==> config.mk <==
export PLATFORM = sky130hd
export DESIGN_NAME = odl_loader
export DESIGN_NICKNAME = d
export VERILOG_FILES = /design/src/odl_pkg.sv /design/src/odl_loader.sv /design/src/odl_fifo.sv /design/src/odl_word_dec.sv
export SDC_FILE = /design/constraint.sdc
export NUM_CORES = 2
export LEC_CHECK = 0
export BUFFER_PORTS_ARGS = -buffer_cell sky130_fd_sc_hd__buf_2
export CELL_PAD_IN_SITES_DETAIL_PLACEMENT = 0
export CELL_PAD_IN_SITES_GLOBAL_PLACEMENT = 1
export CORE_MARGIN = 8
export CORE_UTILIZATION = 50
export CTS_BUF_LIST = sky130_fd_sc_hd__clkbuf_16
export DETAILED_ROUTE_END_ITERATION = 8
export HOLD_SLACK_MARGIN = 0.03
export PLACE_DENSITY_LB_ADDON = 0.1
export SLEW_MARGIN = 20
export SYNTH_ARGS = -nofsm -noshare
export SYNTH_HDL_FRONTEND = slang
export SYNTH_HIERARCHICAL = 1
export SYNTH_SLANG_ARGS = --single-unit
==> constraint.sdc <==
create_clock -name core_clk -period 4.5 [get_ports core_clk]
set_input_delay 0.675 -clock core_clk [delete_from_list [all_inputs] [get_ports core_clk]]
set_output_delay 0.675 -clock core_clk [all_outputs]
set_load 0.02 [all_outputs]
==> src/odl_pkg.sv <==
// Shared constants and carrier types for the display memory loader.
package odl_pkg;
  localparam int DEPTH = 256;
  localparam int AW = 8;
  localparam int WW = 13;
  localparam int CHAR_LSB = 5;
  localparam int ATTR_W = 5;
  localparam int GLYPH_W = 12;
  localparam int GLYPH_ROWS = 19;
  localparam int FIFO_DEPTH = 8;
  // Character field codes.
  localparam logic [7:0] CODE_FONT_MAX = 8'hFC;
  localparam logic [7:0] CODE_TEST = 8'hFD;
  localparam logic [7:0] CODE_CR = 8'hFE;
  localparam logic [7:0] CODE_SPACE = 8'hFF;
  // Command banks and opcode patterns.
  localparam logic [1:0] BANK_RESET = 2'h0;
  localparam logic [1:0] BANK_MAIN = 2'h0;
  localparam logic [1:0] BANK_FONT_HI = 2'h2;
  localparam logic [5:0] OP_BANK = 6'h1E;
  localparam logic [2:0] OP_ATTR = 3'h0;
  localparam logic [3:0] OP_ADDR_HI = 4'h2;
  localparam logic [3:0] OP_ADDR_LO = 4'h3;
  localparam logic [7:0] PTR_RESET = 8'h00;
  localparam logic [4:0] ATTR_RESET = 5'h00;
  localparam logic [7:0] CHAR_RESET = 8'h00;

  typedef enum logic [1:0] {
    ODL_FMT_FONT = 2'b00,
    ODL_FMT_TEST = 2'b01,
    ODL_FMT_CR = 2'b10,
    ODL_FMT_SPACE = 2'b11
  } odl_fmt_t;

  // Decoded display word.
  typedef struct packed {
    odl_fmt_t fmt;
    logic [7:0] code;
    logic [3:0] colour;
    logic blink;
    logic [1:0] size;
    logic [1:0] spacing;
    logic end_disp;
    logic acm_en;
  } odl_word_t;
endpackage

==> src/odl_loader.sv <==
// Display memory, command interpreter and cell output stage.
// Contract
// - Display memory has 256 words of 13 bits, addressed by 8-bit pointer.
// - Word bits 12..5 hold character, bits 4..0 hold attribute.
// - Character codes 00H to FCH select a glyph by that code.
// - Glyph word: attribute 4..1 is foreground colour, bit 0 enables blink.
// - Code FDH is a reserved test code, not glyph, break or space.
// - Code FEH is a line break showing a transparent cell.
// - Break word: bits 4..3 next row size, bits 2..1 row spacing.
// - Break word bit 0 ends the current screen early.
// - Code FFH is a space, one transparent cell wide.
// - Space word bits 4..1 give background colour for following characters.
// - Space word bit 0 enables record mark output for following characters.
// - During retrace colour, intensity, blank and record mark outputs stay inactive.
// - High address command loads pointer bits 7..4, low command bits 3..0.
// - Attribute command captures five bits; staging bits 7..5 unused.
// - Font command captures seven character bits; the bank supplies the top bit of word bits 12..5.
// - Either font command writes staged attribute and the new character at pointer.
// - Each memory write advances the pointer by one.
// - Attribute staging is kept across writes for repeated attributes.
// - Glyphs are 12 by 19; row 0 only shows in diagonal shadow mode.
// - Glyph bit one is a visible dot, zero is blank.
// - Two-bit command bank, reset to zero, qualifies command decoding.
// - Address commands carry their pointer nibble in the low nibble.
// - Attribute command writes its low five bits to the staging register.
`timescale 1ns/10ps
module odl_loader #(
  parameter int FIFO_D = odl_pkg::FIFO_DEPTH
) (
  input wire logic core_clk,
  input wire logic rstn,
  input wire logic cmd_valid,
  input wire logic [7:0] cmd_byte,
  output logic cmd_ready,
  input wire logic rd_en,
  input wire logic [7:0] rd_addr,
  input wire logic [4:0] rd_row,
  input wire logic [3:0] rd_col,
  input wire logic diag_mode,
  input wire logic blink_phase,
  input wire logic retrace_pin,
  output logic [12:0] glyph_addr_reg,
  input wire logic [11:0] glyph_bits,
  output logic [3:0] rgbi_reg,
  output logic fast_blank_out_reg,
  output logic record_mark_monitor_reg,
  output logic [3:0] bg_colour_reg,
  output logic line_break_reg,
  output logic [1:0] char_size_reg,
  output logic [1:0] line_spacing_reg,
  output logic end_of_display_reg,
  output logic [7:0] display_write_pointer,
  output logic [1:0] cmd_bank_reg
);
  logic [12:0] disp_mem [odl_pkg::DEPTH];
  logic [7:0] display_char_staging;
  logic [4:0] display_attr_staging;
  logic fifo_valid;
  logic [7:0] fifo_byte;
  logic take;
  logic bank_cmd;
  logic font_cmd;
  logic attr_cmd;
  logic hi_cmd;
  logic lo_cmd;
  logic [7:0] char_next;
  logic retrace_s1_reg;
  logic retrace_reg;
  logic [12:0] word_reg;
  logic word_vld_reg;
  logic [4:0] row1_reg;
  logic [3:0] col1_reg;
  odl_pkg::odl_word_t dec1;
  odl_pkg::odl_word_t f2_reg;
  logic vld2_reg;
  logic [4:0] row2_reg;
  logic [3:0] col2_reg;
  logic acm_en_reg;
  logic dot;

  // Incoming command bytes are queued; the queue drains only when the
  // memory port is not used by the read side, so bursts back up to the source.
  odl_fifo #(.W(8), .D(FIFO_D)) u_fifo (
    .core_clk(core_clk),
    .rstn(rstn),
    .in_valid(cmd_valid),
    .in_data(cmd_byte),
    .in_ready(cmd_ready),
    .out_valid(fifo_valid),
    .out_data(fifo_byte),
    .out_ready(!rd_en)
  );

  assign take = fifo_valid && !rd_en;

  // Command decode qualified by the current bank.
  always_comb begin
    bank_cmd = take && (fifo_byte[7:2] == odl_pkg::OP_BANK);
    font_cmd = take && fifo_byte[7] &&
      ((cmd_bank_reg == odl_pkg::BANK_MAIN) || (cmd_bank_reg == odl_pkg::BANK_FONT_HI));
    attr_cmd = take && (fifo_byte[7:5] == odl_pkg::OP_ATTR) && !cmd_bank_reg[0];
    hi_cmd = take && (fifo_byte[7:4] == odl_pkg::OP_ADDR_HI) && (cmd_bank_reg == odl_pkg::BANK_MAIN);
    lo_cmd = take && (fifo_byte[7:4] == odl_pkg::OP_ADDR_LO) && (cmd_bank_reg == odl_pkg::BANK_MAIN);
    // Bank 2 font command supplies the top character bit set.
    char_next = {cmd_bank_reg[1], fifo_byte[6:0]};
  end

  // Command bank selector.
  always_ff @(posedge core_clk or negedge rstn) begin
    if (!rstn) begin
      cmd_bank_reg <= odl_pkg::BANK_RESET;
    end else if (bank_cmd) begin
      cmd_bank_reg <= fifo_byte[1:0];
    end
  end

  // Write pointer: nibble loads and post-write increment.
  always_ff @(posedge core_clk or negedge rstn) begin
    if (!rstn) begin
      display_write_pointer <= odl_pkg::PTR_RESET;
    end else if (font_cmd) begin
      display_write_pointer <= display_write_pointer + 8'h01;
    end else if (hi_cmd) begin
      display_write_pointer[7:4] <= fifo_byte[3:0];
    end else if (lo_cmd) begin
      display_write_pointer[3:0] <= fifo_byte[3:0];
    end
  end

  // Staging registers; attributes persist until reloaded.
  always_ff @(posedge core_clk or negedge rstn) begin
    if (!rstn) begin
      display_attr_staging <= odl_pkg::ATTR_RESET;
      display_char_staging <= odl_pkg::CHAR_RESET;
    end else begin
      if (attr_cmd) display_attr_staging <= fifo_byte[4:0];
      if (font_cmd) display_char_staging <= char_next;
    end
  end

  // Memory write uses the fresh character byte and held attribute.
  always_ff @(posedge core_clk) begin
    if (font_cmd) begin
      disp_mem[display_write_pointer] <= {char_next, display_attr_staging};
    end
  end

  // Retrace arrives from a pin and is synchronised before use.
  always_ff @(posedge core_clk or negedge rstn) begin
    if (!rstn) begin
      retrace_s1_reg <= 1'b0;
      retrace_reg <= 1'b0;
    end else begin
      retrace_s1_reg <= retrace_pin;
      retrace_reg <= retrace_s1_reg;
    end
  end

  // Stage 1: memory read with row and column carried along.
  always_ff @(posedge core_clk or negedge rstn) begin
    if (!rstn) begin
      word_vld_reg <= 1'b0;
      row1_reg <= '0;
      col1_reg <= '0;
    end else begin
      word_vld_reg <= rd_en;
      row1_reg <= rd_row;
      col1_reg <= rd_col;
    end
  end

  always_ff @(posedge core_clk) begin
    if (rd_en) word_reg <= disp_mem[rd_addr];
  end

  odl_word_dec u_dec (
    .word(word_reg),
    .dec(dec1)
  );

  // Stage 2: glyph store address and row-level attributes.
  always_ff @(posedge core_clk or negedge rstn) begin
    if (!rstn) begin
      f2_reg <= '0;
      vld2_reg <= 1'b0;
      row2_reg <= '0;
      col2_reg <= '0;
      glyph_addr_reg <= '0;
      line_break_reg <= 1'b0;
      char_size_reg <= '0;
      line_spacing_reg <= '0;
      end_of_display_reg <= 1'b0;
    end else begin
      f2_reg <= dec1;
      vld2_reg <= word_vld_reg;
      row2_reg <= row1_reg;
      col2_reg <= col1_reg;
      glyph_addr_reg <= {dec1.code, row1_reg};
      line_break_reg <= word_vld_reg && (dec1.fmt == odl_pkg::ODL_FMT_CR);
      end_of_display_reg <= word_vld_reg && dec1.end_disp;
      if (word_vld_reg && (dec1.fmt == odl_pkg::ODL_FMT_CR)) begin
        char_size_reg <= dec1.size;
        line_spacing_reg <= dec1.spacing;
      end
    end
  end

  // Space words set background and record marking for what follows.
  always_ff @(posedge core_clk or negedge rstn) begin
    if (!rstn) begin
      bg_colour_reg <= '0;
      acm_en_reg <= 1'b0;
    end else if (vld2_reg && (f2_reg.fmt == odl_pkg::ODL_FMT_SPACE)) begin
      bg_colour_reg <= f2_reg.colour;
      acm_en_reg <= f2_reg.acm_en;
    end
  end

  // A dot is visible for a one bit in a real column; row 0 only joins glyphs
  // in diagonal shadowing, so it is blank otherwise.
  always_comb begin
    dot = 1'b0;
    if ((col2_reg < 4'(odl_pkg::GLYPH_W)) && (row2_reg < 5'(odl_pkg::GLYPH_ROWS))) begin
      dot = glyph_bits[4'(odl_pkg::GLYPH_W - 1) - col2_reg];
      if ((row2_reg == 5'h00) && !diag_mode) dot = 1'b0;
    end
  end

  // Stage 3: cell outputs; retrace forces every video output inactive.
  always_ff @(posedge core_clk or negedge rstn) begin
    if (!rstn) begin
      rgbi_reg <= '0;
      fast_blank_out_reg <= 1'b0;
      record_mark_monitor_reg <= 1'b0;
    end else if (retrace_reg) begin
      rgbi_reg <= '0;
      fast_blank_out_reg <= 1'b0;
      record_mark_monitor_reg <= 1'b0;
    end else if (vld2_reg && (f2_reg.fmt == odl_pkg::ODL_FMT_FONT) && dot &&
                 !(f2_reg.blink && blink_phase)) begin
      rgbi_reg <= f2_reg.colour;
      fast_blank_out_reg <= 1'b1;
      record_mark_monitor_reg <= acm_en_reg;
    end else begin
      // Test, break and space cells are transparent.
      rgbi_reg <= '0;
      fast_blank_out_reg <= 1'b0;
      record_mark_monitor_reg <= 1'b0;
    end
  end
endmodule // odl_loader

==> src/odl_fifo.sv <==
// Command byte FIFO with registered ready and honest full and empty.
`timescale 1ns/10ps
module odl_fifo #(
  parameter int W = 8,
  parameter int D = 8
) (
  input wire logic core_clk,
  input wire logic rstn,
  input wire logic in_valid,
  input wire logic [W-1:0] in_data,
  output logic in_ready,
  output logic out_valid,
  output logic [W-1:0] out_data,
  input wire logic out_ready
);
  localparam int PW = $clog2(D);
  logic [W-1:0] mem_reg [D];
  logic [PW-1:0] wp_reg;
  logic [PW-1:0] rp_reg;
  logic [PW:0] cnt_reg;
  logic [PW:0] cnt_next;
  logic push;
  logic pop;

  // Ready is a flop, so a full FIFO refuses the very next byte.
  assign push = in_valid && in_ready;
  assign pop = out_valid && out_ready;
  assign out_valid = (cnt_reg != '0);
  assign out_data = mem_reg[rp_reg];

  always_comb begin
    cnt_next = cnt_reg;
    if (push && !pop) begin
      cnt_next = cnt_reg + 1'b1;
    end else if (pop && !push) begin
      cnt_next = cnt_reg - 1'b1;
    end
  end

  // Pointers, fill count and ready.
  always_ff @(posedge core_clk or negedge rstn) begin
    if (!rstn) begin
      wp_reg <= '0;
      rp_reg <= '0;
      cnt_reg <= '0;
      in_ready <= 1'b1;
    end else begin
      if (push) wp_reg <= (wp_reg == PW'(D - 1)) ? '0 : wp_reg + 1'b1;
      if (pop) rp_reg <= (rp_reg == PW'(D - 1)) ? '0 : rp_reg + 1'b1;
      cnt_reg <= cnt_next;
      in_ready <= (cnt_next < (PW + 1)'(D));
    end
  end

  // Storage carries no reset; only written slots are ever read.
  always_ff @(posedge core_clk) begin
    if (push) mem_reg[wp_reg] <= in_data;
  end
endmodule // odl_fifo

==> src/odl_word_dec.sv <==
// Classifies a display word and splits its attribute field by format.
`timescale 1ns/10ps
module odl_word_dec (
  input wire logic [12:0] word,
  output odl_pkg::odl_word_t dec
);
  logic [7:0] code;
  logic [4:0] attr;

  assign code = word[12:odl_pkg::CHAR_LSB];
  assign attr = word[odl_pkg::ATTR_W-1:0];

  // Format follows the character field; fields other than end_disp are decoded for every
  // format and consumers only look at those that match.
  always_comb begin
    dec = '0;
    dec.code = code;
    if (code <= odl_pkg::CODE_FONT_MAX) begin
      dec.fmt = odl_pkg::ODL_FMT_FONT;
    end else if (code == odl_pkg::CODE_TEST) begin
      dec.fmt = odl_pkg::ODL_FMT_TEST;
    end else if (code == odl_pkg::CODE_CR) begin
      dec.fmt = odl_pkg::ODL_FMT_CR;
    end else begin
      dec.fmt = odl_pkg::ODL_FMT_SPACE;
    end
    dec.colour = attr[4:1];
    dec.blink = attr[0];
    dec.size = attr[4:3];
    dec.spacing = attr[2:1];
    dec.end_disp = (dec.fmt == odl_pkg::ODL_FMT_CR) && attr[0];
    dec.acm_en = attr[0];
  end
endmodule // odl_word_dec

==> flow_metrics.tcl <==
set metrics [dict create \
    outcome "complete, no violations" \
    p_comb_share_pct 13.6 \
    crit_required_ns 5.08 \
    max_cap_violations 0 \
    end_kind "flip-flop" \
    first_iter_violations 8181 \
    final_max_slew_viol_count 0 \
    final_cells 10812 \
    crit_path_frequent_cell "buf_4" \
    p_leak_nw 49.7 \
    ir_drop_v 0.000827 \
    cp_top_family "simple AND/OR/NAND/NOR gates" \
    cp_slowest_stage_delay_ns 0.87 \
    pin_count 84 \
    fin_crit_ns 3.75 \
    crit_chain "mux4_2 -> mux2_4 -> and3b_1 -> nand3_2 -> buf_4 -> nor2_1 -> buf_4" \
    pwr_density_cell_mw_per_mm2 543 \
    core_area_sq_mm 0.267 \
    drive_gt1_share_pct 26.5 \
    cts_tree "done" \
    routabilityCongestion 0.831 \
    p_sw_mw 22.4 \
    portBuffers 83 \
    synth_enable_flop_cells 3405 \
    internal_power_mw 60.9 \
    grt_pass1_vias 67753 \
    die_w_um 534 \
    min_path_type "input port to flip-flop" \
    mostFrequentLayoutCell "edfxtp_1" \
    dp.cells 10129 \
    largest_reg_flops 3328 \
    chipHeight_um 534 \
    synthesis.area_per_instance_sq_um 21.2 \
    worst_pin_slew_ns 1.22 \
    drc 0 \
    cts_made_buffers 358 \
    pwr-share-clk_pct 34.9 \
    critPathSlowestCell "dfrtp_1" \
    synth_cell_types 67 \
    seqPwrFrac_pct 51.5 \
    start_util_pct 50.1 \
    worstSetupPathType "flip-flop to flip-flop" \
    fmax_mhz 266 \
    ys.flop_type "edfxtp_1" \
    dp_hpwl_mm 225 \
    grt-ovfl-total 0 \
    fin_tns_setup_ns 0 \
    post-route-period-util_pct 83.4 \
    syn-cell-area_sq_mm 0.134 \
    gr-usage-all-layers_pct 25.0 \
    grt_max_degree 154 \
    critPathMaxFanout 18 \
    critPathLaunchType "flip-flop" \
    cts.htree.levels 5 \
    async_flop_share_pct 2.32 \
    die-area_sq_mm 0.285 \
    clk_path_buf_depth 4 \
    via_count 67926 \
    rows 190 \
    drt-total-wl_mm 363 \
    clock-skew-final_ns 0.0549 \
    setup_viol 0 \
    worstSkewPairLatency_ns 0.94 \
    post_cts_buffers 0 \
    dr.pass1.iters 6 \
    antenna_found_initial 17 \
    finalHoldViolCount 0 \
    slew-limit-headroom_pct 18.4 \
    synth_seq_cells 3486 \
    yosys_warnings 6 \
    drtAntennaViolNets 0 \
    synthCells 6322 \
    wl_per_cell_um 33.6 \
    synth_nets 6379 \
    cts_sinks 3486 \
    cp_num_buf_inv 2 \
    syn_to_final_growth_pct 14.6 \
    rsz0062_at_grt "false" \
    ys_seq_area_share_pct 77.9 \
    swShare_pct 26.9 \
    grt_pass1_wl_mm 514 \
    vias_per_cell 6.28 \
    cts_root_buf "clkbuf_16" \
    cp.arrival_ns 4.34 \
    clk_transition_reported_paths_ns 0.06 \
    layout_common_cells "edfxtp_1 (3405), mux4_2 (696), buf_4 (512), clkbuf_16 (362), nor2_1 (326)" \
    final_net_count 7013 \
]
[worst reg2reg max path, delay by kind of cell, from the launching register on]
family | cells | cell delay (ns)
buf+inv | 2 | 0.68
flops | 1 | 0.87
mux | 2 | 0.61
simple gates | 3 | 1.25
[cell families after synthesis]
logic type / count (synthesis) / share of synthesized area [%]
buffers and inverters: 404 / 1.67
flip-flops: 3486 / 77.9
AND/OR/NAND/NOR: 627 / 2.12
multiplexers: 1004 / 14.2
AO/OA/AOI/OAI: 787 / 4.06
XOR/XNOR: 1 / 0.00654
adder cells (fa/ha/maj): 13 / 0.121
[area by class of cell]
type                    instances  area, sq um
repair buffers                663         5500
flip-flops and latches       3486       104000
inverters                      15         56.3
clock buffers                 362         9060
well taps                    3552         4440
diodes                          7         17.5
multi-input cells            2432        27600
fillers                     19805       114000
clock inverters               295         2430
[synth_stat cells (all sizes together), types with 3 or more instances]
cell type / count / area [sq um]
a2111oi: 17 / 149
a211o: 10 / 87.6
a211oi: 62 / 465
a21oi: 174 / 871
a221oi: 26 / 228
a22o: 22 / 193
a22oi: 230 / 1730
a31oi: 14 / 87.6
and2: 9 / 56.3
and3: 3 / 18.8
and3b: 3 / 26.3
buf: 229 / 1580
clkbuf: 160 / 601
dfrtp: 80 / 2000
edfxtp: 3405 / 102000
ha: 13 / 163
inv: 15 / 56.3
mux2: 32 / 390
mux2i: 268 / 2680
mux4: 704 / 15900
nand2: 81 / 307
nand2b: 13 / 81.3
nand3: 56 / 280
nand3b: 6 / 48.8
nand4: 4 / 31.3
nor2: 334 / 1260
nor2b: 19 / 119
nor3: 43 / 220
nor3b: 3 / 27.5
nor4: 28 / 181
o211ai: 6 / 45.0
o21ai: 58 / 290
o221ai: 65 / 569
o22ai: 69 / 432
o2bb2ai: 9 / 78.8
o32ai: 4 / 35.0
o41ai: 10 / 87.6
or2: 13 / 81.3
or3: 4 / 25.0
or3b: 4 / 35.0
[path summary, 6_finish.rpt]
check,from,endpoint,slack [ns],cells past startpoint
max,u_fifo/rp_reg[1]$_DFFE_PN0P_,disp_mem[136][10]$_DFFE_PP_,0.75,7
min,blink_phase,fast_blank_out_reg$_DFF_PN0_,0.14,4
max reg2reg,u_fifo/rp_reg[1]$_DFFE_PN0P_,disp_mem[136][10]$_DFFE_PP_,0.75,7
min reg2reg,col1_reg[2]$_DFF_PN0_,col2_reg[2]$_DFF_PN0_,0.35,0
max in group asynchronous,rstn,f2_reg[10]$_DFF_PN0_,3.18,3
min in group asynchronous,rstn,u_fifo/wp_reg[1]$_DFFE_PN0P_,0.37,2
[what timing repair did]
item | 4_1_cts | 5_1_grt
hold buffers | 19 | 0
resized for setup | 0 | 0
hold endpoints to repair | 111 | 0
[stage by stage]
step	utilization (%)	power, mW	setup slack (ns)	instance area (sq um)	hold slack [ns]
after global placement	53.0	54.6	0.0571	142000	0.333
after CTS	57.4	84.0	0.716	153000	0.117
final	57.4	83.3	0.746	153000	0.144
after global routing	57.4	85.7	0.650	153000	0.146
after detailed placement	53.0	55.1	0.0479	142000	0.336
after floorplan	-	49.1	0.0398	134000	0.331
[power by group through the flow]
stage	Sequential [mW]	Combinational, mW	Clock (mW)
2_1_floorplan	44.4	4.76	0
3_3_place_gp	43.5	11.1	0
3_5_place_dp	43.6	11.5	0
4_1_cts	42.9	11.5	29.5
5_1_grt	43.0	12.1	30.7
6_report	42.9	11.4	29.0
[layer usage]
metal	vias up	GRT usage [%]	routed length (um)	share of wire (%)
met4	4	6.39	9720	2.7
met5	-	0	26	0.0072
li1	27862	-	-	-
met1	36786	37.4	155000	43
met3	462	3.61	27200	7.5
met2	2812	39.3	171000	47
Power figures use the tool's default switching activity.
